File: src/smbus_pkg.sv
// constants, types and enumerations shared by the serial bus slave block
//
// Overview of operation
// - answer address whose upper five bits are 01011, low two from strap
// - strap grounded gives 00, open gives 10, tied to supply gives 01
// - strap is sampled once after reset and never again until the next reset
// - after start, shift in seven address bits MSB first plus direction bit
// - on own address match, pull data low for the ninth clock
// - direction 0 means host writes, direction 1 means host reads
// - nine clocks per byte; data rising while clock high is stop
// - direction is fixed per transfer; a new start is needed to change it
// - writes carry a pointer byte then data bytes, nacked once the write buffer is full; reads return the pointed register byte, resent while the host acks
// - first written byte loads pointer, second goes to the pointed register
// - a one-byte write changes only the pointer
// - a read without pointer write returns the register the pointer selects
// - read byte via write, repeated start, then read is supported
// - while alert is low, answer alert response address with own address
// - lose arbitration on alert response and back off; lowest address wins
// - release alert after a successful alert response; reassert if it persists
package smbus_pkg;

   // ==========================================================================
   // addresses
   localparam logic [4:0] ADDR_FIXED_HI  = 5'h0b;
   localparam logic [6:0] ALERT_RESP_ADDR = 7'h0c;

   // ==========================================================================
   // strap decode
   typedef enum logic [1:0] {
      STRAP_GND  = 2'h0,
      STRAP_OPEN = 2'h1,
      STRAP_VCC  = 2'h2,
      STRAP_BAD  = 2'h3
   } strap_t;

   localparam logic [1:0] LOW_BITS_GND  = 2'h0;
   localparam logic [1:0] LOW_BITS_OPEN = 2'h2;
   localparam logic [1:0] LOW_BITS_VCC  = 2'h1;
   localparam logic [1:0] LOW_BITS_BAD  = 2'h3;
   // edges to wait after reset so the strap synchroniser holds real data
   localparam logic [1:0] STRAP_SETTLE  = 2'h3;

   // ==========================================================================
   // byte framing
   localparam logic [3:0] BYTE_BITS = 4'h8;
   localparam logic [7:0] PTR_RESET = 8'h00;

   // ==========================================================================
   // slave states
   typedef enum logic [2:0] {
      ST_IDLE     = 3'h0,
      ST_ADDR     = 3'h1,
      ST_ADDR_ACK = 3'h2,
      ST_WR_BYTE  = 3'h3,
      ST_WR_ACK   = 3'h4,
      ST_RD_BYTE  = 3'h5,
      ST_RD_ACK   = 3'h6,
      ST_IGNORE   = 3'h7
   } slave_state_t;

   // ==========================================================================
   // carriers
   typedef struct packed {
      logic scl;
      logic sda;
   } bus_lines_t;

   typedef struct packed {
      logic [7:0] addr;
      logic [7:0] data;
   } wr_req_t;

   localparam int WR_FIFO_DEPTH = 32;

endpackage : smbus_pkg

File: src/smbus_slave_pointer_ara.sv
// serial bus slave with register pointer, write buffering and alert response
module smbus_slave_pointer_ara (
   // clock and reset
   input  wire logic              i_clk,
   input  wire logic              i_rst,
   // address strap from the three-state pad detector
   input  wire smbus_pkg::strap_t i_strap,
   // bus pins, data is open drain
   input  wire logic              i_scl,
   input  wire logic              i_sda,
   output logic                   o_sda,
   output logic                   o_sda_oe_n,
   // alert
   input  wire logic              i_alert_cond,
   input  wire logic              i_monitor_tick,
   output logic                   o_alert_n,
   // register file side
   output logic [7:0]             o_reg_ptr,
   input  wire logic [7:0]        i_rd_data,
   output logic                   o_wr_valid,
   output smbus_pkg::wr_req_t     o_wr_req,
   input  wire logic              i_wr_ready,
   // status
   output logic [6:0]             o_own_addr,
   output logic                   o_addr_valid,
   output logic                   o_busy
);
   import smbus_pkg::*;

   // =========================================================================
   // pin synchronisers
   logic [1:0]   pin_raw;
   logic [1:0]   pin_sync;
   bus_lines_t   prev_q;
   bus_lines_t   cur;
   logic         scl_rise;
   logic         scl_fall;
   logic         start_det;
   logic         stop_det;

   // one two-stage synchroniser per bus pin, reset high like the pulled-up lines
   assign pin_raw = {i_scl, i_sda};

   for (genvar g = 0; g < 2; g++) begin : g_pin_sync
      logic [1:0] sync_q;

      always_ff @(posedge i_clk or posedge i_rst) begin
         if (i_rst) begin
            sync_q <= 2'h3;
         end else begin
            sync_q <= {sync_q[0], pin_raw[g]};
         end
      end

      assign pin_sync[g] = sync_q[1];
   end

   assign cur = '{scl: pin_sync[1], sda: pin_sync[0]};

   always_ff @(posedge i_clk or posedge i_rst) begin
      if (i_rst) begin
         prev_q <= '{scl: 1'b1, sda: 1'b1};
      end else begin
         prev_q <= cur;
      end
   end

   assign scl_rise  = cur.scl & ~prev_q.scl;
   assign scl_fall  = ~cur.scl & prev_q.scl;
   // data edge with clock high on both samples marks start and stop
   assign start_det = cur.scl & prev_q.scl & prev_q.sda & ~cur.sda;
   assign stop_det  = cur.scl & prev_q.scl & ~prev_q.sda & cur.sda;

   // =========================================================================
   // strap capture
   strap_t       strap_sync_q [2];
   logic [1:0]   strap_cnt_q;
   logic         strap_taken_q;
   logic [1:0]   addr_low_q;
   logic [6:0]   own_addr;

   always_ff @(posedge i_clk or posedge i_rst) begin
      if (i_rst) begin
         strap_sync_q[0] <= STRAP_GND;
         strap_sync_q[1] <= STRAP_GND;
      end else begin
         strap_sync_q[0] <= i_strap;
         strap_sync_q[1] <= strap_sync_q[0];
      end
   end

   // taken once; later strap moves are ignored until the next reset
   always_ff @(posedge i_clk or posedge i_rst) begin
      if (i_rst) begin
         strap_cnt_q   <= 2'h0;
         strap_taken_q <= 1'b0;
         addr_low_q    <= LOW_BITS_GND;
      end else if (!strap_taken_q) begin
         if (strap_cnt_q == STRAP_SETTLE) begin
            strap_taken_q <= 1'b1;
            case (strap_sync_q[1])
               STRAP_GND:  addr_low_q <= LOW_BITS_GND;
               STRAP_OPEN: addr_low_q <= LOW_BITS_OPEN;
               STRAP_VCC:  addr_low_q <= LOW_BITS_VCC;
               default:    addr_low_q <= LOW_BITS_BAD;
            endcase
         end else begin
            strap_cnt_q <= strap_cnt_q + 1'b1;
         end
      end
   end

   assign own_addr     = {ADDR_FIXED_HI, addr_low_q};
   assign o_own_addr   = own_addr;
   assign o_addr_valid = strap_taken_q;

   // =========================================================================
   // slave state
   slave_state_t state_q;
   logic [3:0]   bit_cnt_q;
   logic [7:0]   shreg_q;
   logic [7:0]   tx_q;
   logic [7:0]   tx_src;
   logic         sda_drive_q;
   logic         read_q;
   logic         ara_q;
   logic         ptr_done_q;
   logic         alert_q;
   logic [7:0]   ptr_q;
   logic         byte_end;
   logic         addr_hit;
   logic         ara_hit;
   logic         wr_end;
   logic         ptr_load;
   logic         data_push;
   logic         fifo_in_ready;
   logic         ara_done;
   logic         arb_lost;
   logic         busy_q;

   assign byte_end = scl_fall & (bit_cnt_q == BYTE_BITS) & ~start_det & ~stop_det;
   // own address only once the strap is known; foreign ones never
   assign addr_hit = strap_taken_q & (shreg_q[7:1] == own_addr);
   // alert response only answered as a read, and only while alert is low
   assign ara_hit  = alert_q & shreg_q[0] & (shreg_q[7:1] == ALERT_RESP_ADDR);
   assign wr_end    = (state_q == ST_WR_BYTE) & byte_end;
   assign ptr_load  = wr_end & ~ptr_done_q;
   assign data_push = wr_end & ptr_done_q & fifo_in_ready;
   // pointer read now, so a read without prior write sees the kept pointer
   assign tx_src    = ara_q ? {own_addr, 1'b0} : i_rd_data;
   assign ara_done  = (state_q == ST_RD_BYTE) & byte_end & ara_q;
   // we let the line float for a one but the bus reads zero
   assign arb_lost  = (state_q == ST_RD_BYTE) & scl_rise & ~sda_drive_q & ~cur.sda;

   always_ff @(posedge i_clk or posedge i_rst) begin
      if (i_rst) begin
         state_q     <= ST_IDLE;
         bit_cnt_q   <= 4'h0;
         shreg_q     <= 8'h00;
         tx_q        <= 8'h00;
         sda_drive_q <= 1'b0;
         read_q      <= 1'b0;
         ara_q       <= 1'b0;
         ptr_done_q  <= 1'b0;
      end else if (start_det) begin
         // repeated start restarts addressing in any state
         state_q     <= ST_ADDR;
         bit_cnt_q   <= 4'h0;
         sda_drive_q <= 1'b0;
         ara_q       <= 1'b0;
      end else if (stop_det) begin
         state_q     <= ST_IDLE;
         sda_drive_q <= 1'b0;
         ara_q       <= 1'b0;
      end else begin
         case (state_q)
            ST_ADDR: begin
               if (scl_rise) begin
                  shreg_q   <= {shreg_q[6:0], cur.sda};
                  bit_cnt_q <= bit_cnt_q + 1'b1;
               end else if (byte_end) begin
                  if (addr_hit || ara_hit) begin
                     state_q     <= ST_ADDR_ACK;
                     sda_drive_q <= 1'b1;
                     read_q      <= shreg_q[0];
                     ara_q       <= ara_hit & ~addr_hit;
                     ptr_done_q  <= 1'b0;
                  end else begin
                     state_q <= ST_IGNORE;
                  end
               end
            end
            ST_ADDR_ACK: begin
               if (scl_fall) begin
                  bit_cnt_q <= 4'h0;
                  if (read_q) begin
                     state_q     <= ST_RD_BYTE;
                     tx_q        <= tx_src;
                     sda_drive_q <= ~tx_src[7];
                  end else begin
                     state_q     <= ST_WR_BYTE;
                     sda_drive_q <= 1'b0;
                  end
               end
            end
            ST_WR_BYTE: begin
               if (scl_rise) begin
                  shreg_q   <= {shreg_q[6:0], cur.sda};
                  bit_cnt_q <= bit_cnt_q + 1'b1;
               end else if (ptr_load || data_push) begin
                  state_q     <= ST_WR_ACK;
                  sda_drive_q <= 1'b1;
                  ptr_done_q  <= 1'b1;
               end else if (wr_end) begin
                  // buffer full: refuse the byte rather than lose it
                  state_q <= ST_IGNORE;
               end
            end
            ST_WR_ACK: begin
               if (scl_fall) begin
                  state_q     <= ST_WR_BYTE;
                  sda_drive_q <= 1'b0;
                  bit_cnt_q   <= 4'h0;
               end
            end
            ST_RD_BYTE: begin
               if (arb_lost) begin
                  state_q     <= ST_IGNORE;
                  sda_drive_q <= 1'b0;
               end else if (scl_rise) begin
                  bit_cnt_q <= bit_cnt_q + 1'b1;
               end else if (byte_end) begin
                  state_q     <= ST_RD_ACK;
                  sda_drive_q <= 1'b0;
               end else if (scl_fall) begin
                  tx_q        <= {tx_q[6:0], 1'b0};
                  sda_drive_q <= ~tx_q[6];
               end
            end
            ST_RD_ACK: begin
               if (scl_rise && cur.sda) begin
                  state_q <= ST_IGNORE;
               end else if (scl_fall) begin
                  // host wants more: resend the same register
                  state_q     <= ST_RD_BYTE;
                  bit_cnt_q   <= 4'h0;
                  tx_q        <= tx_src;
                  sda_drive_q <= ~tx_src[7];
               end
            end
            ST_IDLE, ST_IGNORE: begin
               sda_drive_q <= 1'b0;
            end
            default: begin
               state_q     <= ST_IDLE;
               sda_drive_q <= 1'b0;
            end
         endcase
      end
   end

   assign o_sda      = 1'b0;
   assign o_sda_oe_n = ~sda_drive_q;
   assign o_busy     = busy_q;

   // registered so the status pin carries no state-decode glitches
   always_ff @(posedge i_clk or posedge i_rst) begin
      if (i_rst) begin
         busy_q <= 1'b0;
      end else begin
         busy_q <= (state_q != ST_IDLE);
      end
   end

   // =========================================================================
   // register pointer
   always_ff @(posedge i_clk or posedge i_rst) begin
      if (i_rst) begin
         ptr_q <= PTR_RESET;
      end else if (ptr_load) begin
         ptr_q <= shreg_q;
      end
   end

   assign o_reg_ptr = ptr_q;

   // =========================================================================
   // alert output
   // a monitoring set in the same cycle as the release wins
   always_ff @(posedge i_clk or posedge i_rst) begin
      if (i_rst) begin
         alert_q <= 1'b0;
      end else if (i_monitor_tick && i_alert_cond) begin
         alert_q <= 1'b1;
      end else if (ara_done) begin
         alert_q <= 1'b0;
      end
   end

   assign o_alert_n = ~alert_q;

   // =========================================================================
   // write buffer
   wr_req_t push_req;
   wr_req_t pop_req;

   // a full buffer refuses the byte with a nack instead of stretching the clock
   assign push_req = '{addr: ptr_q, data: shreg_q};

   smbus_wr_fifo #(
      .WIDTH ($bits(wr_req_t)),
      .DEPTH (WR_FIFO_DEPTH)
   ) smbus_wr_fifo_i (
      .i_clk       (i_clk),
      .i_rst       (i_rst),
      .i_in_valid  (data_push),
      .i_in_data   (push_req),
      .o_in_ready  (fifo_in_ready),
      .o_out_valid (o_wr_valid),
      .o_out_data  (pop_req),
      .i_out_ready (i_wr_ready)
   );

   assign o_wr_req = pop_req;

endmodule : smbus_slave_pointer_ara

File: src/smbus_wr_fifo.sv
// small synchronous fifo with a registered output stage
module smbus_wr_fifo #(
   parameter int WIDTH = 16,
   parameter int DEPTH = 32
) (
   // clock and reset
   input  wire logic             i_clk,
   input  wire logic             i_rst,
   // fill side
   input  wire logic             i_in_valid,
   input  wire logic [WIDTH-1:0] i_in_data,
   output logic                  o_in_ready,
   // drain side
   output logic                  o_out_valid,
   output logic [WIDTH-1:0]      o_out_data,
   input  wire logic             i_out_ready
);

   localparam int AW = $clog2(DEPTH);

   // pointers wrap naturally, so depth must be a power of two
   logic [WIDTH-1:0] mem_q [DEPTH];
   logic [AW-1:0]    wr_ptr_q;
   logic [AW-1:0]    rd_ptr_q;
   logic [AW:0]      cnt_q;
   logic             push;
   logic             pop;

   assign o_in_ready = (cnt_q != (AW+1)'(DEPTH));
   assign push       = i_in_valid & o_in_ready;
   assign pop        = (cnt_q != '0) & (~o_out_valid | i_out_ready);

   always_ff @(posedge i_clk) begin
      if (push) begin
         mem_q[wr_ptr_q] <= i_in_data;
      end
   end

   always_ff @(posedge i_clk or posedge i_rst) begin
      if (i_rst) begin
         wr_ptr_q <= '0;
         rd_ptr_q <= '0;
         cnt_q    <= '0;
      end else begin
         if (push) begin
            wr_ptr_q <= wr_ptr_q + 1'b1;
         end
         if (pop) begin
            rd_ptr_q <= rd_ptr_q + 1'b1;
         end
         case ({push, pop})
            2'b10:   cnt_q <= cnt_q + 1'b1;
            2'b01:   cnt_q <= cnt_q - 1'b1;
            default: cnt_q <= cnt_q;
         endcase
      end
   end

   // output register: read data never come straight from the array
   always_ff @(posedge i_clk or posedge i_rst) begin
      if (i_rst) begin
         o_out_valid <= 1'b0;
         o_out_data  <= '0;
      end else if (pop) begin
         o_out_valid <= 1'b1;
         o_out_data  <= mem_q[rd_ptr_q];
      end else if (i_out_ready) begin
         o_out_valid <= 1'b0;
      end
   end

endmodule : smbus_wr_fifo
File: config.mk
export PLATFORM = sky130hd
export DESIGN_NAME = smbus_slave_pointer_ara
export DESIGN_NICKNAME = d
export VERILOG_FILES = /design/src/smbus_pkg.sv /design/src/smbus_slave_pointer_ara.sv /design/src/smbus_wr_fifo.sv
export SDC_FILE = /design/constraint.sdc
export NUM_CORES = 1
export LEC_CHECK = 0
export ABC_AREA = 0
export BUFFER_PORTS_ARGS = -buffer_cell sky130_fd_sc_hd__buf_2
export CORE_MARGIN = 1.5
export CORE_UTILIZATION = 35
export DETAILED_ROUTE_END_ITERATION = 7
export MAX_ROUTING_LAYER = met4
export PLACE_DENSITY = 0.48
export SETUP_SLACK_MARGIN = 0.2
export SYNTH_ARGS = -nofsm -noshare
export SYNTH_HDL_FRONTEND = slang
export SYNTH_SLANG_ARGS = --single-unit
export TNS_END_PERCENT = 100
File: constraint.sdc
create_clock -name i_clk -period 7.9 [get_ports i_clk]
set_input_delay 0.395 -clock i_clk [delete_from_list [all_inputs] [get_ports i_clk]]
set_output_delay 0.395 -clock i_clk [all_outputs]
set_load 0.01 [all_outputs]
======== Word level (Yosys, flattened, before mapping) ========
Memory sizes are Yosys's and may differ from the RTL's. A register that Yosys moved wholly into a read port is not among the register bits.
Cells that the tools add are included.
word-level totals
  register bits ........................... 68
  RAM bits ................................ 512
  input port bits ......................... 17
  output and inout port bits .............. 37
  logic and storage cells ................. 222
  memories ................................ 1
memory list
  memory                 depth  bits a word  read ports  clocked after Yosys merged registers in  wr ports  line                 text
  smbus_wr_fifo_i.mem_q  32     16           1           1                                        1         smbus_wr_fifo.sv:22  logic [WIDTH-1:0] mem_q [DEPTH];
operators by class
  $add $sub $neg .......................... 6
  equality and inequality tests ........... 47
  multiplexer cells ....................... 71
  bitwise operators ....................... 42
  reduce and logical (&&, ||, !) cells .... 31
operators by type and width
  operator             count
  $mux 7               8
  $mux 3               16
  $mux 1               33
  $ne 4x4->1 const B   8
  $ne 2x2->1 const B   13
  $and 1x1->1          25
  $mux 4               6
  $reduce_and 11->1    2
  $pmux 7 s3           1
  $pmux 3 s6           1
  $not 1->1            16
  $pmux 4 s4           1
  $ne 5x5->1 const B   3
  $reduce_bool 3->1    5
  $eq 3x3->1 const B   4
  $ne 6x6->1 const B   2
  $pmux 6 s2           1
  $reduce_and 4->1     3
  $add 5x1->5 const B  2
  $reduce_and 10->1    1
  $mux 8               1
  $reduce_and 8->1     1
  $reduce_bool 2->1    4
  $reduce_bool 8->1    1
  29 further kinds     39

======== Longest topological paths before layout ========
  depth after elaboration ................. 15
  mapped depth ............................ 17
  gate-level depth less buffers ........... 14

======== By module ========
From an unflattened synthesis, not the netlist that was laid out.
unflattened totals
  cells, all modules ...................... 1398
  area total of the unflattened synthesis .. 24001.8 sq um
by module, submodules not included
  module                   times used  cells an instance  area an instance (sq um)  seq. area each (sq um)
  smbus_wr_fifo            1           1148               21366.7                   16200.5
  smbus_slave_pointer_ara  1           250                2635.0                    1283.7

======== Worst setup path after synthesis ========
OpenSTA, ideal clock, no wires.
  path kind ............................... reg2reg
  start ................................... reg prev_q[1] (netlist bit)
  end ..................................... reg smbus_wr_fifo_i.cnt_q[4]
  setup time .............................. 0.127 ns
  arrival ................................. 3.109 ns
  data required time ...................... 7.773 ns
  slack ................................... 4.665 ns
  stages on the path, launching flop included .. 17
  buffers on the path ..................... 4
  period minus slack after synthesis ...... 3.235 ns
  path through ............................ dfstp_2 -> buf_2 -> nand2b_4 -> or3_1 -> buf_2 -> nor4_4 -> buf_4 -> inv_1 -> ha_1 -> clkbuf_1 -> xor2_1 -> ha_1 -> nand2_1 -> mux2i_1 -> a221oi_1 -> nor2_1 -> xor2_1
on the way
  cells in the longest elaborated chain, start to end .. 12
  elaborated cells between the ends (all ways) .. 19
  those cells by class .................... eq/ne: 2; mux: 1; bitwise: 15; reduce/logical: 1
RTL lines
  what                                             line                                                          text
  start: declaration                               smbus_slave_pointer_ara.sv:34                                 bus_lines_t prev_q;
  start signal: assignment                         smbus_slave_pointer_ara.sv:62                                 prev_q <= '{scl: 1'b1, sda: 1'b1};
  start signal: assignment                         smbus_slave_pointer_ara.sv:64                                 prev_q <= cur;
  $and 1x1->1                                      smbus_slave_pointer_ara.sv:71, smbus_slave_pointer_ara.sv:72
  $and 1x1->1 (2 in a row)                         smbus_slave_pointer_ara.sv:71                                 assign start_det = cur.scl & prev_q.scl & prev_q.sda & ~cur.sda;
  $not 1->1 (no line)                              n/a
  $and 1x1->1                                      smbus_slave_pointer_ara.sv:141                                assign byte_end = scl_fall & (bit_cnt_q == BYTE_BITS) & ~start_det & ~stop_det;
  $and 1x1->1 (*)                                  smbus_slave_pointer_ara.sv:141
  $and 1x1->1 (*)                                  smbus_slave_pointer_ara.sv:146                                assign wr_end = (state_q == ST_WR_BYTE) & byte_end;
  $and 1x1->1 (*) (2 in a row)                     smbus_slave_pointer_ara.sv:148                                assign data_push = wr_end & ptr_done_q & fifo_in_ready;
  $and 1x1->1 (*)                                  smbus_wr_fifo.sv:30                                           assign push = i_in_valid & o_in_ready;
  $eq 2x1->1 or $eq 2x2->1 (tied branches)         smbus_wr_fifo.sv:51                                           case ({push, pop})
  $pmux 6 s2 or $reduce_bool 2->1 (tied branches)  n/a
  end signal: assignment                           smbus_wr_fifo.sv:52                                           2'b10: cnt_q <= cnt_q + 1'b1;
  end signal: assignment                           smbus_wr_fifo.sv:53                                           2'b01: cnt_q <= cnt_q - 1'b1;
  end signal: assignment                           smbus_wr_fifo.sv:54                                           default: cnt_q <= cnt_q;
  end: declaration                                 smbus_wr_fifo.sv:25                                           logic [AW:0] cnt_q;
Mark *: on every way between the ends. The rest lies on a longest branch, timed or not.
A chain may end at the register's enable or synchronous reset.

======== Final worst setup path ========
  start ................................... reg smbus_wr_fifo_i.cnt_q[1]
  end ..................................... reg smbus_wr_fifo_i.cnt_q[5]
on the way
  elaborated cells between the ends (all ways) .. 11
  those cells by class .................... add/sub: 2; eq/ne: 3; mux: 1; bitwise: 3; reduce/logical: 2
RTL lines
  what                                             line                 text
  $reduce_bool 6->1 (*)                            smbus_wr_fifo.sv:31  assign pop = (cnt_q != '0) & (~o_out_valid | i_out_ready);
  $and 1x1->1 (*)                                  smbus_wr_fifo.sv:31
  net smbus_wr_fifo_i.pop                          smbus_wr_fifo.sv:27  logic pop;
  $eq 2x1->1 or $eq 2x2->1 (tied branches)         smbus_wr_fifo.sv:51
  $pmux 6 s2 or $reduce_bool 2->1 (tied branches)  n/a
Mark *: on every way through the listed nets, which the timed path passes. The rest lies on a longest branch.

==> results.toml <==
[worst_setup_path]
cp_cell_sequence = "or3_1, nor4_1, nand2b_1, buf_4, inv_1, ha_1, and3b_1, o21ai_0, or3_1, a31oi_1, xor2_1"
timing.reg2reg.setup_slack_ns = 4.11
critical_path_peak_fanout = 35
worst-setup-path-type = "reg -> reg"
cpPeakStageDelay_ns = 0.48
worstSetupStartpoint = "smbus_wr_fifo_i.cnt_q[1]"
cp.required_ns = 8.41
critical_path.reg2reg.startpoint = "smbus_wr_fifo_i.cnt_q[1]"
timing.reg2reg.worst_path_depth = 11
r2r_end = "smbus_wr_fifo_i.cnt_q[5]"
crit_slowest_cell = "nor4_1"
start_kind = "register"
cp.arrival_ns = 4.30
worst_setup_path_end_kind = "register"
crit_path_end = "smbus_wr_fifo_i.cnt_q[5]"
worst_path_most_repeated_cell = "or3_1"

[synthesis]
synth_ff_type = "edfxtp_1"
syn_area_per_cell_um2 = 19.4
synthAdderAreaFrac = 0.00587
synth_compound_area_frac = 0.0389
syn_area_mm2 = 0.0234
asyncSetResetFlopFracSynth = 0.141
netlist_instances = 1209
post_synth_xor_area_fraction = 0.00747
synth.lib_cells_used.distinct = 64
synth-warning-count = 0
yosys_register_bits = 596
yosys-mux-area-fraction = 0.138
synth_enable_flop_cells = 512
synth_simple_gate_area_share = 0.0439
synth_sequential_area_ratio = 0.746
synth_top_family_by_area = "multiplexers"

[power_and_ir_drop]
ir_worst_vdd_uv = 242
power.density_mw_per_mm2 = 320
leakage_uw = 0.00869
post-layout-total-power_uw = 8600

[routing]
drc = 6
drtPass1Iterations = 7
avgViaCountPerCell = 5.17
wl_met2_um = 27600
top_layer = "met4"
met3WireLength_um = 2830
antenna_violating_nets_post_route = 0
mean_routed_wirelength_per_cell_um = 25.7
wl_met1_um = 25400
vias = 11500
iteration_0_drc_count_of_the_detailed_router = 814
totalWireLength_um = 57100

[sta]
timing.fmax_mhz = 264
rsz0062_at_grt = "no"
tightestPinTransition_ns = 1.10
final-hold-violation-count = 0
timing.slew.headroom = 0.263
final.min_clock_period_ns = 3.79
finalSetupViolations = 0
worst_clock_skew_ns = 0.0351
setup_tns_ns = 0
fin_ws_ns = 4.11
final_min_period_over_clock_period = 0.480
finalMaxSlewViolations = 0

[cells_and_area]
area_delta_synth_final_pct = 14.7
highest_count_cells_in_the_layout_ignoring_fill_and_taps = "edfxtp_1 (512), mux4_2 (128), dfrtp_1 (75)"
layout-drive-gt1-share = 0.279
multi_input_comb_area_mm2 = 0.00555
fin_util = 0.408
layout.cells.most_common = "edfxtp_1"
flip_flop_and_latch_area_mm2 = 0.0175
layout.filler_cells = 5837
design.final.nets = 1331

[clocking]
cts-root-buf = "clkbuf_16"
buffers_from_clock_root_to_sink_at_most = 3
clkSinkCount = 596
cts.reportedPaths.clkPinSlew_ns = 0.06
cts_buffers = 68
cts_htree_levels = 3
cts_tree = "built"
worst_skew_pair.late_latency_ns = 0.60
cts.repair_timing.setup_buffer_count = 0

[place]
dp_slack_ns = 4.04
detailed_place_hpwl_um = 33200
routabilityCongestion = 0.797
io_buffers = 47

[grt]
grt_pass1_wl_um = 83100
grt_pass1_vias = 11800
antenna_found_initial = 5
global_route.overflow_total = 0
grt_max_degree = 94
track_usage = 0.175

[outcome]
run_status = "finished with violations"
failed_checks = "design-rule violations"

[die]
placeable_area_mm2 = 0.0660
core.rowCount = 94
die_area_mm2 = 0.0685
fp.dieW_um = 262
initial_utilization = 0.355
ios = 54
die_height_um = 262

[job]
cap_viol_max_count = 0

[worst_hold_path]
hold_path_class = "in -> reg"
==> what timing repair did <==
item / in CTS / in global routing
gates resized for setup: 0 / 0
endpoints found under the setup margin: 0 / 0
hold endpoints to repair: 30 / 0
hold buffers: 6 / 0
==> how the worst min path moves through the flow <==
| stage | start | to | cells past startpoint |
|---|---|---|---|
| finish | i_monitor_tick | alert_q | 2 |
| global route | i_monitor_tick | alert_q | 2 |
| CTS | i_monitor_tick | alert_q | 2 |
| detailed placement | strap_sync_q[3] | strap_sync_q[1] | 0 |
| global placement | strap_sync_q[2] | strap_sync_q[0] | 0 |
| floorplan | strap_sync_q[2] | strap_sync_q[0] | 0 |
==> metal layers <==
metal	up-vias	track usage
met2	265	0.272
met3	71	0.0386
met4	0	0.0493
met5	-	-
li1	5115	-
met1	6031	0.233
==> cell usage after synthesis (all sizes together), types with 6 or more instances <==
master  number  area, µm²
edfxtp     512      15400
mux4       128       2880
dfrtp       78       1950
o22ai       65        407
nor2        53        199
nand2       46        180
buf         43        282
o21ai       37        185
clkbuf      29        121
mux2        28        315
inv         16       60.1
or4         16        120
ha          11        138
xnor2       10       87.6
xor2        10       87.6
a21oi        9       45.0
nand2b       8       57.6
nand3b       7       52.6
or3          7       43.8
dfstp        6        158
nand4        6       37.5
o31ai        6       45.0
or3b         6       52.6
==> worst max-delay path, delay by kind of cell (launching register included) <==
kind | cells | cell delay, ns
compound gates | 2 | 0.35
fa+ha+maj | 1 | 0.41
buf+inv | 2 | 0.57
flops | 1 | 0.46
simple gates | 5 | 1.78
xor+xnor | 1 | 0.15
==> stage by stage <==
step | area (µm²) | hold WS [ns] | std cells
2_1_floorplan | 23500 | 0.331 | 1213
3_3_place_gp | 24700 | 0.333 | 2091
3_5_place_dp | 24700 | 0.339 | 2091
4_1_cts | 26900 | 0.00500 | 2219
5_1_grt | 26900 | 0.0316 | 2221
6_report | 26900 | 0.0457 | 2221
==> logic make-up (layout without fill, tap and decap cells) <==
group | after synthesis | in the layout
other cells | 2 | 8
mux | 160 | 160
simple gates | 187 | 187
compound gates | 145 | 145
buf+inv | 88 | 230
flops | 596 | 596
xor+xnor | 20 | 20
fa+ha+maj | 11 | 11
==> sequential cells by signal (all words and copies together) (netlist names), 2 cells and up <==
name and flops:
addr_low_q 2, bit_cnt_q 4, g_pin_sync.sync_q 4, o_reg_ptr 8, prev_q 2, shreg_q 8, smbus_wr_fifo_i.cnt_q 6, smbus_wr_fifo_i.mem_q 512
smbus_wr_fifo_i.o_out_data 16, smbus_wr_fifo_i.rd_ptr_q 5, smbus_wr_fifo_i.wr_ptr_q 5, state_q 3, strap_cnt_q 2, strap_sync_q 4, tx_q 7
==> area by class of cell <==
cell class	count	area share
sequential	596	0.650
multi-input combinational	529	0.206
clock buffer	77	0.0653
tap	864	0.0402
timing repair buffer	92	0.0223
clock inverter	45	0.0131
inverter	16	0.00233
antenna	2	0.000186
==> report_power, final <==
part	total, µW	internal, µW	switching (µW)
Sequential	3940	3660	280
Combinational	1650	688	961
Clock	3010	1760	1250
Note: power is estimated with default switching activity, not from simulation.
